File: src/shared/acr_pkg.sv
package acr_pkg;

    // ------------------------------------------------------------
    // register map (byte addresses on the bus)
    // ------------------------------------------------------------
    localparam int unsigned ADDR_W = 8;
    localparam logic [7:0] OFF_MAIN = 8'h00;
    localparam logic [7:0] OFF_SRC_CLK = 8'h04;
    localparam logic [7:0] OFF_RES_HI = 8'h08;
    localparam logic [7:0] OFF_RES_LO = 8'h0c;
    localparam logic [7:0] OFF_IRQ_ST = 8'h10;
    localparam logic [7:0] OFF_IRQ_MSK = 8'h14;

    // ------------------------------------------------------------
    // field layout and reset values
    // ------------------------------------------------------------
    localparam int unsigned START_BIT = 7;
    localparam int unsigned BUSY_BIT = 6;
    localparam int unsigned ON_BIT = 5;
    localparam int unsigned JUSTIFY_BIT = 4;
    localparam int unsigned CHAN_LSB = 0;
    localparam int unsigned CHAN_W = 2;
    localparam int unsigned SRC_LSB = 5;
    localparam int unsigned SRC_W = 3;
    localparam int unsigned DIV_LSB = 0;
    localparam int unsigned DIV_W = 3;
    localparam int unsigned DIV_CNT_W = 7;
    localparam int unsigned RES_W = 12;
    localparam logic [7:0] MAIN_RST = 8'h00;
    localparam logic [7:0] SRC_CLK_RST = 8'h00;
    localparam logic [11:0] RES_RST = 12'h000;

    // interrupt events
    localparam int unsigned EVT_W = 2;
    localparam int unsigned EVT_DONE = 0;
    localparam int unsigned EVT_REFUSED = 1;
    localparam logic [EVT_W-1:0] EVT_RST = 2'h0;

    // source kinds seen by the analog mux
    localparam logic [1:0] KIND_EXT = 2'h0;
    localparam logic [1:0] KIND_SUPPLY = 2'h1;
    localparam logic [1:0] KIND_AMP = 2'h2;

    // bus responses
    localparam logic [1:0] RESP_OKAY = 2'h0;
    localparam logic [1:0] RESP_SLVERR = 2'h2;

    typedef enum logic {SEQ_IDLE, SEQ_RUN} acr_seq_t;

    // high result byte for the chosen justification
    function automatic logic [7:0] acr_fmt_hi(input logic just, input logic [11:0] d);
        acr_fmt_hi = just ? {4'h0, d[11:8]} : d[11:4];
    endfunction : acr_fmt_hi

    // low result byte; left justified keeps the low nibble zero
    function automatic logic [7:0] acr_fmt_lo(input logic just, input logic [11:0] d);
        acr_fmt_lo = just ? d[7:0] : {d[3:0], 4'h0};
    endfunction : acr_fmt_lo

endpackage : acr_pkg

File: src/shared/acr_core_if.sv
interface acr_core_if;
    import acr_pkg::*;
    logic conv_on;
    logic start_trig;
    logic [DIV_W-1:0] div_sel;
    logic tick;
    logic busy;
    logic done_evt;
    logic [RES_W-1:0] result;

    modport ctl (output conv_on, output start_trig, output div_sel,
                 input tick, input busy, input done_evt, input result);
    modport div (input conv_on, input div_sel, output tick);
    modport seq (input conv_on, input start_trig, input tick,
                 output busy, output done_evt, output result);
endinterface : acr_core_if

File: src/rtl/acr_clk_div.sv
module acr_clk_div
    import acr_pkg::*;
(
    // clock and reset
    input wire logic aclk,
    input wire logic aresetn,
    // control
    acr_core_if.div cif
);

    logic [DIV_CNT_W-1:0] cnt_r;
    logic [DIV_CNT_W-1:0] cnt_nxt;
    wire logic [DIV_CNT_W-1:0] limit;

    // divide by two to the power of the field: terminal count 2^n - 1
    assign limit = DIV_CNT_W'((8'h1 << cif.div_sel) - 8'h1); // see [RULE_11]
    assign cif.tick = cif.conv_on && (cnt_r == limit);
    // counter parks at zero while off so the first tick is a full period
    assign cnt_nxt = (!cif.conv_on || cif.tick) ? '0 : cnt_r + 1'b1;

    // divider counter
    always_ff @(posedge aclk)
    begin
        if (!aresetn)
            cnt_r <= '0;
        else
            cnt_r <= cnt_nxt;
    end

endmodule : acr_clk_div

File: src/rtl/acr_conv_seq.sv
module acr_conv_seq
    import acr_pkg::*;
(
    // clock and reset
    input wire logic aclk,
    input wire logic aresetn,
    // control side
    acr_core_if.seq cif,
    // analog core
    output logic core_start,
    input wire logic core_done,
    input wire logic [RES_W-1:0] core_data
);

    acr_seq_t state_r;
    acr_seq_t state_nxt;
    logic [RES_W-1:0] result_r;
    logic [RES_W-1:0] result_nxt;
    logic start_r;
    wire logic launch;
    wire logic finish;

    // a start while off or busy is dropped; the top flags it
    assign launch = (state_r == SEQ_IDLE) && cif.start_trig && cif.conv_on; // see [RULE_16]
    assign finish = (state_r == SEQ_RUN) && cif.conv_on && core_done;

    // next state: switching off aborts a running conversion
    always_comb
    begin
        state_nxt = state_r;
        unique case (state_r)
            SEQ_IDLE: if (launch) state_nxt = SEQ_RUN; // see [RULE_01]
            SEQ_RUN: if (finish || !cif.conv_on) state_nxt = SEQ_IDLE; // see [RULE_03]
        endcase
    end

    // result is held at zero while the converter is off
    assign result_nxt = !cif.conv_on ? RES_RST : (finish ? core_data : result_r); // see [RULE_05]

    // sequencer flops
    always_ff @(posedge aclk)
    begin
        if (!aresetn)
        begin
            state_r <= SEQ_IDLE;
            result_r <= RES_RST;
            start_r <= 1'b0;
        end
        else
        begin
            state_r <= state_nxt;
            result_r <= result_nxt;
            start_r <= launch;
        end
    end

    // busy only follows the sequencer, never a bus write
    assign cif.busy = (state_r == SEQ_RUN); // see [RULE_02] see [RULE_04]
    assign cif.done_evt = finish;
    assign cif.result = result_r;
    assign core_start = start_r;

endmodule : acr_conv_seq

File: src/rtl/acr_top.sv
// Notes on behaviour
// [RULE_01] writing start high then low launches a conversion; nothing else does
// [RULE_02] a launched conversion sets the busy flag
// [RULE_03] busy clears once the conversion finishes
// [RULE_04] busy is read-only; bus writes never change it
// [RULE_05] enable bit turns converter on; while off both result bytes read zero
// [RULE_06] justify bit picks left (11:4 / 3:0) or right (11:8 / 7:0) layout
// [RULE_07] main bits 3:2 and source-clock bits 4:3 read as zero
// [RULE_08] two-bit channel field picks external pin 0 to 3
// [RULE_09] source field: external, supply, supply/2, /4, amp, amp/2, amp/4
// [RULE_10] internal source disconnects the named external channel
// [RULE_11] conversion clock is system clock divided by two to the field
// [RULE_12] amplifier output is reference pin times 1-4 or bandgap times 2-4
// [RULE_13] left justified low byte keeps its lower nibble zero; unused bits zero
// [RULE_14] external and internal chosen together routes only the internal one
// [RULE_15] software waits for busy low and keeps converter on meanwhile
// [RULE_16] start while disabled sets no busy; everything resets to zero
//
// Register access over AXI4-Lite and the register addresses were decided locally.
module acr_top
    import acr_pkg::*;
(
    // clock and reset
    input wire logic aclk,
    input wire logic aresetn,
    // axi4-lite write address
    input wire logic awvalid,
    output logic awready,
    input wire logic [ADDR_W-1:0] awaddr,
    input wire logic [2:0] awprot,
    // axi4-lite write data
    input wire logic wvalid,
    output logic wready,
    input wire logic [31:0] wdata,
    input wire logic [3:0] wstrb,
    // axi4-lite write response
    output logic bvalid,
    input wire logic bready,
    output logic [1:0] bresp,
    // axi4-lite read address
    input wire logic arvalid,
    output logic arready,
    input wire logic [ADDR_W-1:0] araddr,
    input wire logic [2:0] arprot,
    // axi4-lite read data
    output logic rvalid,
    input wire logic rready,
    output logic [31:0] rdata,
    output logic [1:0] rresp,
    // analog core
    output logic core_start,
    output logic core_clk_tick,
    input wire logic core_done,
    input wire logic [RES_W-1:0] core_data,
    // analog input routing
    output logic [CHAN_W-1:0] ext_channel_sel,
    output logic ext_channel_connect,
    output logic [1:0] input_kind,
    output logic [1:0] input_scale,
    // interrupt
    output logic irq
);

    acr_core_if cif ();

    // ------------------------------------------------------------
    // registers
    // ------------------------------------------------------------
    logic start_r;
    logic on_r;
    logic justify_r;
    logic [CHAN_W-1:0] chan_r;
    logic [SRC_W-1:0] src_r;
    logic [DIV_W-1:0] div_r;
    logic [EVT_W-1:0] irq_st_r;
    logic [EVT_W-1:0] irq_st_nxt;
    logic [EVT_W-1:0] irq_msk_r;

    // bus state
    logic aw_got_r;
    logic w_got_r;
    logic [ADDR_W-1:0] aw_addr_r;
    logic [7:0] w_byte_r;
    logic w_lane_r;
    logic bvalid_r;
    logic [1:0] bresp_r;
    logic rvalid_r;
    logic [31:0] rdata_r;
    logic [1:0] rresp_r;

    // ------------------------------------------------------------
    // write channel
    // ------------------------------------------------------------
    wire logic aw_take;
    wire logic w_take;
    wire logic commit;
    wire logic wr_lane;
    wire logic wr_main;
    wire logic wr_src_clk;
    wire logic wr_irq_st;
    wire logic wr_irq_msk;
    wire logic wr_hit;
    wire logic start_trig;
    wire logic refused;

    // address and data are caught separately, in either order
    assign awready = !aw_got_r && !bvalid_r;
    assign wready = !w_got_r && !bvalid_r;
    assign aw_take = awvalid && awready;
    assign w_take = wvalid && wready;
    assign commit = aw_got_r && w_got_r && !bvalid_r;

    // decode of the committed write; only byte lane 0 carries data
    assign wr_lane = commit && w_lane_r;
    assign wr_main = wr_lane && (aw_addr_r == OFF_MAIN);
    assign wr_src_clk = wr_lane && (aw_addr_r == OFF_SRC_CLK);
    assign wr_irq_st = wr_lane && (aw_addr_r == OFF_IRQ_ST);
    assign wr_irq_msk = wr_lane && (aw_addr_r == OFF_IRQ_MSK);
    assign wr_hit = (aw_addr_r == OFF_MAIN) || (aw_addr_r == OFF_SRC_CLK)
        || (aw_addr_r == OFF_RES_HI) || (aw_addr_r == OFF_RES_LO)
        || (aw_addr_r == OFF_IRQ_ST) || (aw_addr_r == OFF_IRQ_MSK);

    // the falling write of start after a rising one is the only trigger
    assign start_trig = wr_main && start_r && !w_byte_r[START_BIT]; // see [RULE_01]
    // a trigger that cannot launch is reported, not queued
    assign refused = start_trig && (!on_r || cif.busy); // see [RULE_16]

    // bus flops for the write path
    always_ff @(posedge aclk)
    begin
        if (!aresetn)
        begin
            aw_got_r <= 1'b0;
            w_got_r <= 1'b0;
            aw_addr_r <= '0;
            w_byte_r <= 8'h00;
            w_lane_r <= 1'b0;
            bvalid_r <= 1'b0;
            bresp_r <= RESP_OKAY;
        end
        else
        begin
            if (aw_take)
                aw_addr_r <= {awaddr[ADDR_W-1:2], 2'h0};
            if (w_take)
            begin
                w_byte_r <= wdata[7:0];
                w_lane_r <= wstrb[0];
            end
            aw_got_r <= commit ? 1'b0 : (aw_got_r || aw_take);
            w_got_r <= commit ? 1'b0 : (w_got_r || w_take);
            if (commit)
            begin
                bvalid_r <= 1'b1;
                bresp_r <= wr_hit ? RESP_OKAY : RESP_SLVERR;
            end
            else if (bready)
                bvalid_r <= 1'b0;
        end
    end

    // ------------------------------------------------------------
    // control registers
    // ------------------------------------------------------------
    // the busy bit of a write is dropped, so software cannot fake it
    always_ff @(posedge aclk)
    begin
        if (!aresetn)
        begin
            start_r <= MAIN_RST[START_BIT]; // see [RULE_16]
            on_r <= MAIN_RST[ON_BIT];
            justify_r <= MAIN_RST[JUSTIFY_BIT];
            chan_r <= MAIN_RST[CHAN_LSB +: CHAN_W];
            src_r <= SRC_CLK_RST[SRC_LSB +: SRC_W];
            div_r <= SRC_CLK_RST[DIV_LSB +: DIV_W];
            irq_msk_r <= EVT_RST;
        end
        else
        begin
            if (wr_main)
            begin
                start_r <= w_byte_r[START_BIT];
                on_r <= w_byte_r[ON_BIT]; // see [RULE_05]
                justify_r <= w_byte_r[JUSTIFY_BIT]; // see [RULE_06]
                chan_r <= w_byte_r[CHAN_LSB +: CHAN_W]; // see [RULE_08]
            end
            if (wr_src_clk)
            begin
                src_r <= w_byte_r[SRC_LSB +: SRC_W]; // see [RULE_09]
                div_r <= w_byte_r[DIV_LSB +: DIV_W]; // see [RULE_11]
            end
            if (wr_irq_msk)
                irq_msk_r <= w_byte_r[EVT_W-1:0];
        end
    end

    // ------------------------------------------------------------
    // interrupt status
    // ------------------------------------------------------------
    // write one to clear; an event in the same cycle wins over the clear
    assign irq_st_nxt = (irq_st_r & ~(wr_irq_st ? w_byte_r[EVT_W-1:0] : EVT_RST))
        | {refused, cif.done_evt};

    always_ff @(posedge aclk)
    begin
        if (!aresetn)
            irq_st_r <= EVT_RST;
        else
            irq_st_r <= irq_st_nxt;
    end

    assign irq = |(irq_st_r & irq_msk_r);

    // ------------------------------------------------------------
    // read channel
    // ------------------------------------------------------------
    wire logic ar_take;
    wire logic [ADDR_W-1:0] rd_addr;
    wire logic [7:0] main_rd;
    wire logic [7:0] src_clk_rd;
    wire logic [7:0] rd_byte;
    wire logic rd_hit;

    assign arready = !rvalid_r;
    assign ar_take = arvalid && arready;
    assign rd_addr = {araddr[ADDR_W-1:2], 2'h0};

    // unimplemented bit positions are packed as zero
    assign main_rd = {start_r, cif.busy, on_r, justify_r, 2'h0, chan_r}; // see [RULE_07]
    assign src_clk_rd = {src_r, 2'h0, div_r}; // see [RULE_07]

    // result bytes are formatted on read; the sequencer holds zero while off
    assign rd_byte = (rd_addr == OFF_MAIN) ? main_rd
        : (rd_addr == OFF_SRC_CLK) ? src_clk_rd
        : (rd_addr == OFF_RES_HI) ? acr_fmt_hi(justify_r, cif.result) // see [RULE_06]
        : (rd_addr == OFF_RES_LO) ? acr_fmt_lo(justify_r, cif.result) // see [RULE_13]
        : (rd_addr == OFF_IRQ_ST) ? {6'h00, irq_st_r}
        : (rd_addr == OFF_IRQ_MSK) ? {6'h00, irq_msk_r}
        : 8'h00;
    assign rd_hit = (rd_addr == OFF_MAIN) || (rd_addr == OFF_SRC_CLK)
        || (rd_addr == OFF_RES_HI) || (rd_addr == OFF_RES_LO)
        || (rd_addr == OFF_IRQ_ST) || (rd_addr == OFF_IRQ_MSK);

    // read data is captured so it stands while the master stalls
    always_ff @(posedge aclk)
    begin
        if (!aresetn)
        begin
            rvalid_r <= 1'b0;
            rdata_r <= 32'h0000_0000;
            rresp_r <= RESP_OKAY;
        end
        else if (ar_take)
        begin
            rvalid_r <= 1'b1;
            rdata_r <= {24'h00_0000, rd_byte};
            rresp_r <= rd_hit ? RESP_OKAY : RESP_SLVERR;
        end
        else if (rready)
            rvalid_r <= 1'b0;
    end

    assign bvalid = bvalid_r;
    assign bresp = bresp_r;
    assign rvalid = rvalid_r;
    assign rdata = rdata_r;
    assign rresp = rresp_r;

    // ------------------------------------------------------------
    // input routing
    // ------------------------------------------------------------
    wire logic src_internal;

    // codes with nonzero low bits are internal; they override the pin choice
    assign src_internal = |src_r[1:0]; // see [RULE_14]
    assign ext_channel_sel = chan_r; // see [RULE_08]
    assign ext_channel_connect = !src_internal; // see [RULE_10]
    // amplifier gain and reference live in the analog block, we only route it
    assign input_kind = !src_internal ? KIND_EXT
        : (src_r[2] ? KIND_AMP : KIND_SUPPLY); // see [RULE_09] see [RULE_12]
    assign input_scale = src_internal ? (src_r[1:0] - 2'h1) : 2'h0;

    // ------------------------------------------------------------
    // converter core control
    // ------------------------------------------------------------
    assign cif.conv_on = on_r;
    assign cif.start_trig = start_trig;
    assign cif.div_sel = div_r;
    assign core_clk_tick = cif.tick;

    acr_clk_div u_div (
        .aclk(aclk),
        .aresetn(aresetn),
        .cif(cif)
    );

    acr_conv_seq u_seq (
        .aclk(aclk),
        .aresetn(aresetn),
        .cif(cif),
        .core_start(core_start),
        .core_done(core_done),
        .core_data(core_data)
    );

    // cycles since the last conversion clock tick, restarted like the divider
    logic [DIV_CNT_W:0] gap_r;
    always_ff @(posedge aclk)
    begin
        if (!aresetn || !on_r || cif.tick)
            gap_r <= '0;
        else
            gap_r <= gap_r + 1'b1;
    end
endmodule : acr_top

File: config.mk
export PLATFORM = sky130hd
export DESIGN_NAME = acr_top
export DESIGN_NICKNAME = d
export VERILOG_FILES = /design/src/shared/acr_pkg.sv /design/src/shared/acr_core_if.sv /design/src/rtl/acr_clk_div.sv /design/src/rtl/acr_conv_seq.sv /design/src/rtl/acr_top.sv
export SDC_FILE = /design/constraint.sdc
export NUM_CORES = 1
export LEC_CHECK = 0
export BUFFER_PORTS_ARGS = -buffer_cell sky130_fd_sc_hd__buf_2
export CORE_ASPECT_RATIO = 2
export CORE_MARGIN = 3
export CORE_UTILIZATION = 49
export CTS_CLUSTER_SIZE = 10
export DETAILED_ROUTE_END_ITERATION = 12
export PLACE_DENSITY = 0.8
export SLEW_MARGIN = 20
export SYNTH_ARGS = -nofsm -noshare
export SYNTH_HDL_FRONTEND = slang
export SYNTH_HIERARCHICAL = 1
export SYNTH_SLANG_ARGS = --single-unit
export TNS_END_PERCENT = 20
File: constraint.sdc
create_clock -name aclk -period 2 [get_ports aclk]
set_input_delay 0.1 -clock aclk [delete_from_list [all_inputs] [get_ports aclk]]
set_output_delay 0.1 -clock aclk [all_outputs]
set_load 0.01 [all_outputs]
==> results_dict.tcl, run 1 <==
set metrics [dict create \
    first_pass_iters 4 \
    postCtsSetupBuffers 0 \
    syn2layout_area_growth_pct 16.05 \
    r2r_end "u_seq/cif.busy" \
    ios 129 \
    pwr-share-seq_pct 44.6 \
    finish.utilization_pct 59.19 \
    combPwrFrac_pct 8.3 \
    syn_area_um2 3431 \
    final.period_utilization_pct 96.77 \
    n_fill_cell 642 \
    hold_end "w_lane_r" \
    cts_buffers 9 \
    synth_top_area_share_pct 37.35 \
    row_count 42 \
    rsz0062_at_grt "no" \
    seq_area_um2 1282 \
    ys.flop_type "dfxtp_1" \
    yosysSeqAreaShare_pct 37.35 \
    fmax_mhz 516.7 \
    hold_start "wstrb[0]" \
    fin_area_um2 3981 \
    slew_headroom_pct 59.56 \
    core_um2 6726 \
    critPathMaxFanout 3 \
    drc 0 \
    yosysWarningCount 6 \
    dpl.hpwl_um 5797 \
    cts_buffer_depth 2 \
    overflow 0 \
    avgSynthCellArea_um2 9.076 \
    synth_top_area_cell "dfxtp_1" \
    grt_max_degree 45 \
    pre_cts_ws_ps 8.510 \
    clk_pin_slew_ps 50 \
    die-width_um 65.17 \
    ys_ff_latch 64 \
    worst_pin_slew_ps 605.1 \
    portBuffers 64 \
    cp-startpoint "aw_addr_r[5]" \
    critPathKind "reg -> reg" \
    whs_path_depth 3 \
    ys_types 64 \
    drive_gt1_share_pct 25.91 \
    postSynth.asyncResetShare_pct 0 \
    reg2regPathDepth 5 \
    rrSetupSlack_ps 60 \
    p_int_uw 2336 \
    grt_usage_pct 20.62 \
    required_ps 2230 \
    syn_inst 378 \
    drv_slew 0 \
    setup_violations 0 \
    cts.sinks 64 \
    synth_most_common_cell "dfxtp_1" \
    die_y_um 124.3 \
    start_kind "flop" \
    nets 516 \
    wire_per_inst_um 14.87 \
    peakVddDrop_uv 633.9 \
    die_area_um2 8102 \
    clk-insertion-delay-late_ps 320 \
    clkPwrFrac_pct 47.1 \
    cts_tree "done" \
    finalHoldViolCount 0 \
    multi_input_area_um2 1911 \
    cellPowerDensity_nw_per_um2 755.8 \
    p_leak_uw 0.001587 \
    placed_area_um2 3686 \
    fin_tns_setup_ps 0 \
    start_util_pct 51.00 \
    cts_htree_levels 3 \
    finClkSkew_ps 3.462 \
    antenna_cells 0 \
    maxCapViolCount 0 \
    status "finished clean" \
    netSwitchingFraction_pct 22.37 \
    root_buffer "clkbuf_16" \
    finalWorstSetupSlack_ps 64.57 \
    synth-edff-count 0 \
    vias 2839 \
    r2r_start "aw_addr_r[5]" \
    power.switching_uw 673.0 \
    arrival_ps 2160 \
    endpoint_kind "flop" \
    grt_pass1_vias 2773 \
    synth_common_cells "dfxtp_1, nand2_1, buf_4" \
    hold_class "in -> reg" \
    globalplace.congestion 0.8273 \
    via_per_inst 5.377 \
    synth_area_leaders "dfxtp_1, mux2i_1, buf_4" \
    drt_iter0_drc 98 \
    fin_crit_ps 1935 \
    antenna_found_initial 0 \
    fin_total_pwr_uw 3009 \
    drt-total-wl_um 7851 \
    hold_buffers 0 \
    grt_pass1_wl_um 13140 \
    drtAntennaViolNets 0 \
]
cell families (layout without fill, tap and decap cells):
kind of cell	after synthesis	count (layout)	synth area share, %
simple gates	142	142	22.21
compound gates	78	78	18.38
flops	64	64	37.35
buf+inv	54	91	10.28
mux	31	31	9.519
xor+xnor	7	7	1.787
fa+ha+maj	1	1	0.3646
other cells	1	26	0.1093
cell usage in the layout, fill, tap and decap left out, drive strengths merged, types with 2 or more instances in the layout:
cell	count
a211oi	9
a32o	2
buf	70
a21oi	16
nor2b	15
a22oi	2
nand2b	4
nor2	19
o211ai	6
o21ai	5
dfxtp	64
nor4	4
mux2	3
and2	5
nor3	3
a32oi	3
o211a	2
a22o	2
o21a	2
nand3	23
a21boi	11
or4	3
and3	4
clkbuf	14
mux2i	27
a21bo	12
nand2	51
conb	26
nor3b	2
xor2	3
inv	7
xnor2	4
a31oi	2
worst max-delay path, cell delays in order (launching register included):
cell and delay [ps]:
dfxtp_1 320, or3_4 380, or4_1 580, nor4b_4 280
nor2_1 100, a211oi_2 180
layout make-up:
type | count | area share (%)
flip-flops and latches | 64 | 32.21
multi-input cells | 285 | 47.99
repair buffers | 70 | 9.491
clock buffers | 14 | 6.882
inverters | 7 | 0.6600
well taps | 88 | 2.766
power groups by stage:
stage	Sequential, uW	Combinational, uW	Clock [uW]
4_1_cts	1340	249	1440
3_5_place_dp	1360	248	0
6_report	1340	250	1420
2_1_floorplan	1360	203	0
3_3_place_gp	1360	243	0
5_1_grt	1340	280	1500
worst max-delay path by stage:
stage,to
2_1_floorplan,u_seq/cif.busy
3_3_place_gp,u_seq/cif.busy
3_5_place_dp,u_seq/cif.busy
4_1_cts,u_seq/cif.busy
5_1_grt,u_seq/cif.busy
6_report,u_seq/cif.busy
timing repair:
action                                  4_1_cts  5_1_grt
endpoints found under the setup margin        2        3
pin swaps                                     0        1
resized for setup                             1        3
state kept, by name, summed over array words and instances, names as in the netlist, 2 cells and up:
signal            cells
u_seq/cif.result     12
rdata                 8
u_div/cnt_r           7
w_byte_r              7
aw_addr_r             6
cif.div_sel           3
src_r                 3
ext_channel_sel       2
irq_msk_r             2
irq_st_r              2
metal layers:
metal	global-route usage (%)	vias up	part of all wire, %
met2	37.18	103	54
met4	9.169	0	3.0
met1	22.04	1326	37
met5	0	-	0
met3	4.513	20	5.2
li1	-	1390	-
per-stage QoR:
step,cells,hold slack (ps)
2_1_floorplan,403,237.8
3_3_place_gp,514,350.3
3_5_place_dp,514,360.0
4_1_cts,528,20.42
5_1_grt,528,27.56
6_report,528,21.43
Power figures use the tool's default switching activity.
==> run 2: changes to the inputs <==
- CORE_UTILIZATION: 49 -> 45
- PLACE_DENSITY: 0.8 -> 0.77
- clock period: 2 -> 1.72 ns (I/O delays scaled with it)
==> run 2 against run 1 <==
  * Critical path type unchanged
  * Highest routed layer unchanged
  * Clock skew is 6.8 ps higher
  * Register-to-register slack worse by 40 ps
  * Flip-flop and latch count stayed put
  * Sequential share of layout area is 1.1 points lower
  * Via count is 3.6% higher
  * Clock power is 25% higher
  * Core utilization is 2.3 points lower
  * Die area is 8.3% higher
  * First-iteration DRC count is 2.0% higher
  * Largest power group unchanged
==> results_dict.tcl, run 2 (synthesis results as in run 1) <==
set metrics [dict create \
    status "finished clean" \
    nets 533 \
    peakVddDrop_uv 843.6 \
    arrival_ps 1940 \
    antenna_found_initial 0 \
    drt_iter0_drc 100 \
    cts_htree_levels 3 \
    first_pass_iters 4 \
    grt_max_degree 27 \
    final_cell_mix "buf_2, dfxtp_1, nand2_1" \
    drc 0 \
    grt_pass1_vias 2815 \
    worst_pin_slew_ps 656.7 \
    grt_usage_pct 20.09 \
    syn2layout_area_growth_pct 21.48 \
    die_y_um 129.5 \
    core_um2 7322 \
    cts_tree "done" \
    setup_violations 0 \
    dpl.hpwl_um 6292 \
    globalplace.congestion 0.8718 \
    ios 129 \
    wire_per_inst_um 15.21 \
    cts_buffers 9 \
    slew_headroom_pct 56.12 \
    maxCapViolCount 0 \
    critPathMaxFanout 2 \
    whs_ps 6.835 \
    vias 2942 \
    antenna_cells 0 \
    final.period_utilization_pct 98.57 \
    die_area_um2 8771 \
    via_per_inst 5.349 \
    finalWorstSetupSlack_ps 24.53 \
    grt_pass1_wl_um 13240 \
    clk_pin_slew_ps 50 \
    cts_buffer_depth 2 \
    root_buffer "clkbuf_16" \
    overflow 0 \
    rsz0062_at_grt "yes" \
    drtAntennaViolNets 0 \
    fmax_mhz 589.8 \
    drt-total-wl_um 8367 \
    finalHoldViolCount 0 \
    portBuffers 64 \
    drive_gt1_share_pct 30.57 \
    fin_total_pwr_uw 3640 \
    clk-insertion-delay-late_ps 330 \
    row_count 44 \
    finClkSkew_ps 10.30 \
    start_kind "flop" \
    p_leak_uw 0.001681 \
    layout_commonest_cell "buf_2" \
    pre_cts_ws_ps -108.6 \
    drv_slew 0 \
    largest_reg_flops 12 \
    cellPowerDensity_nw_per_um2 873.4 \
    required_ps 1970 \
    endpoint_kind "flop" \
    start_util_pct 46.86 \
    fin_crit_ps 1695 \
    cts.sinks 64 \
    critPathKind "reg -> reg" \
    hold_class "in -> reg" \
    die-width_um 67.74 \
]
==> run 2: changes by cell type in the layout (fill, tap and decap cells not counted), sizes merged <==
cell,before,now
buf,70,84
clkinv,0,3
clkbuf,14,11
dlygate4sd3,0,3
bufinv,0,1
==> run 2: repair_timing <==
item | CTS | global route
endpoints found under the setup margin | 4 | 10
pin swaps | 5 | 5
gates cloned | 0 | 0
hold endpoints to repair | 3 | 0
buffers inserted | 1 | 3
gates resized for setup | 8 | 7
hold buffers | 3 | 0
==> run 2: worst paths after layout <==
path | to | cells past startpoint | slack (ps) | from
min | u_seq/cif.result[4] | 3 | 7 | core_data[4]
max | u_seq/cif.busy | 5 | 20 | aw_addr_r[5]
min reg2reg | cif.div_sel[2] | 2 | 470 | w_byte_r[2]
max reg2reg | u_seq/cif.busy | 5 | 20 | aw_addr_r[5]
==> run 2: per-layer routing <==
metal	up-vias	routed length (um)	global-route usage (%)
met2	88	4535	35.84
met3	24	450	4.250
li1	1433	-	-
met5	-	0	0
met1	1397	3108	21.00
met4	0	272	11.00
==> run 2: through the flow <==
stage	instance area, um2	util [%]	setup TNS, ps	instances
CTS	4118	56.24	-66.72	547
floorplan	3531	-	0	403
finish	4168	56.92	0	550
global placement	3772	51.52	-41.58	528
global route	4168	56.92	-167.9	550
detailed placement	3772	51.52	-153.8	528
==> run 2: layout make-up <==
class                           count  area, um2
Inverter                            7      26.28
Fill cell                         658       3154
Sequential cell                    64       1295
Timing Repair Buffer               87      513.0
Multi-Input combinational cell    285       1931
Clock inverter                      4      45.04
Clock buffer                       11      242.7
Tap cell                           92      115.1
==> run 2: power breakdown <==
part	internal [uW]	leakage, uW	switching (uW)	total, uW
logic	135	0.00101	184	319
clock network	1140	0.000145	623	1770
registers	1520	0.000522	36.2	1550
total	2800	0.00168	843	3640
==> run 2: critical path, cell delays in order, from the launching register on <==
cell      delay [ps]
dfxtp_2          310
or3_4            380
or4_4            430
nor4b_4          240
nor2_1           100
a211oi_2         150
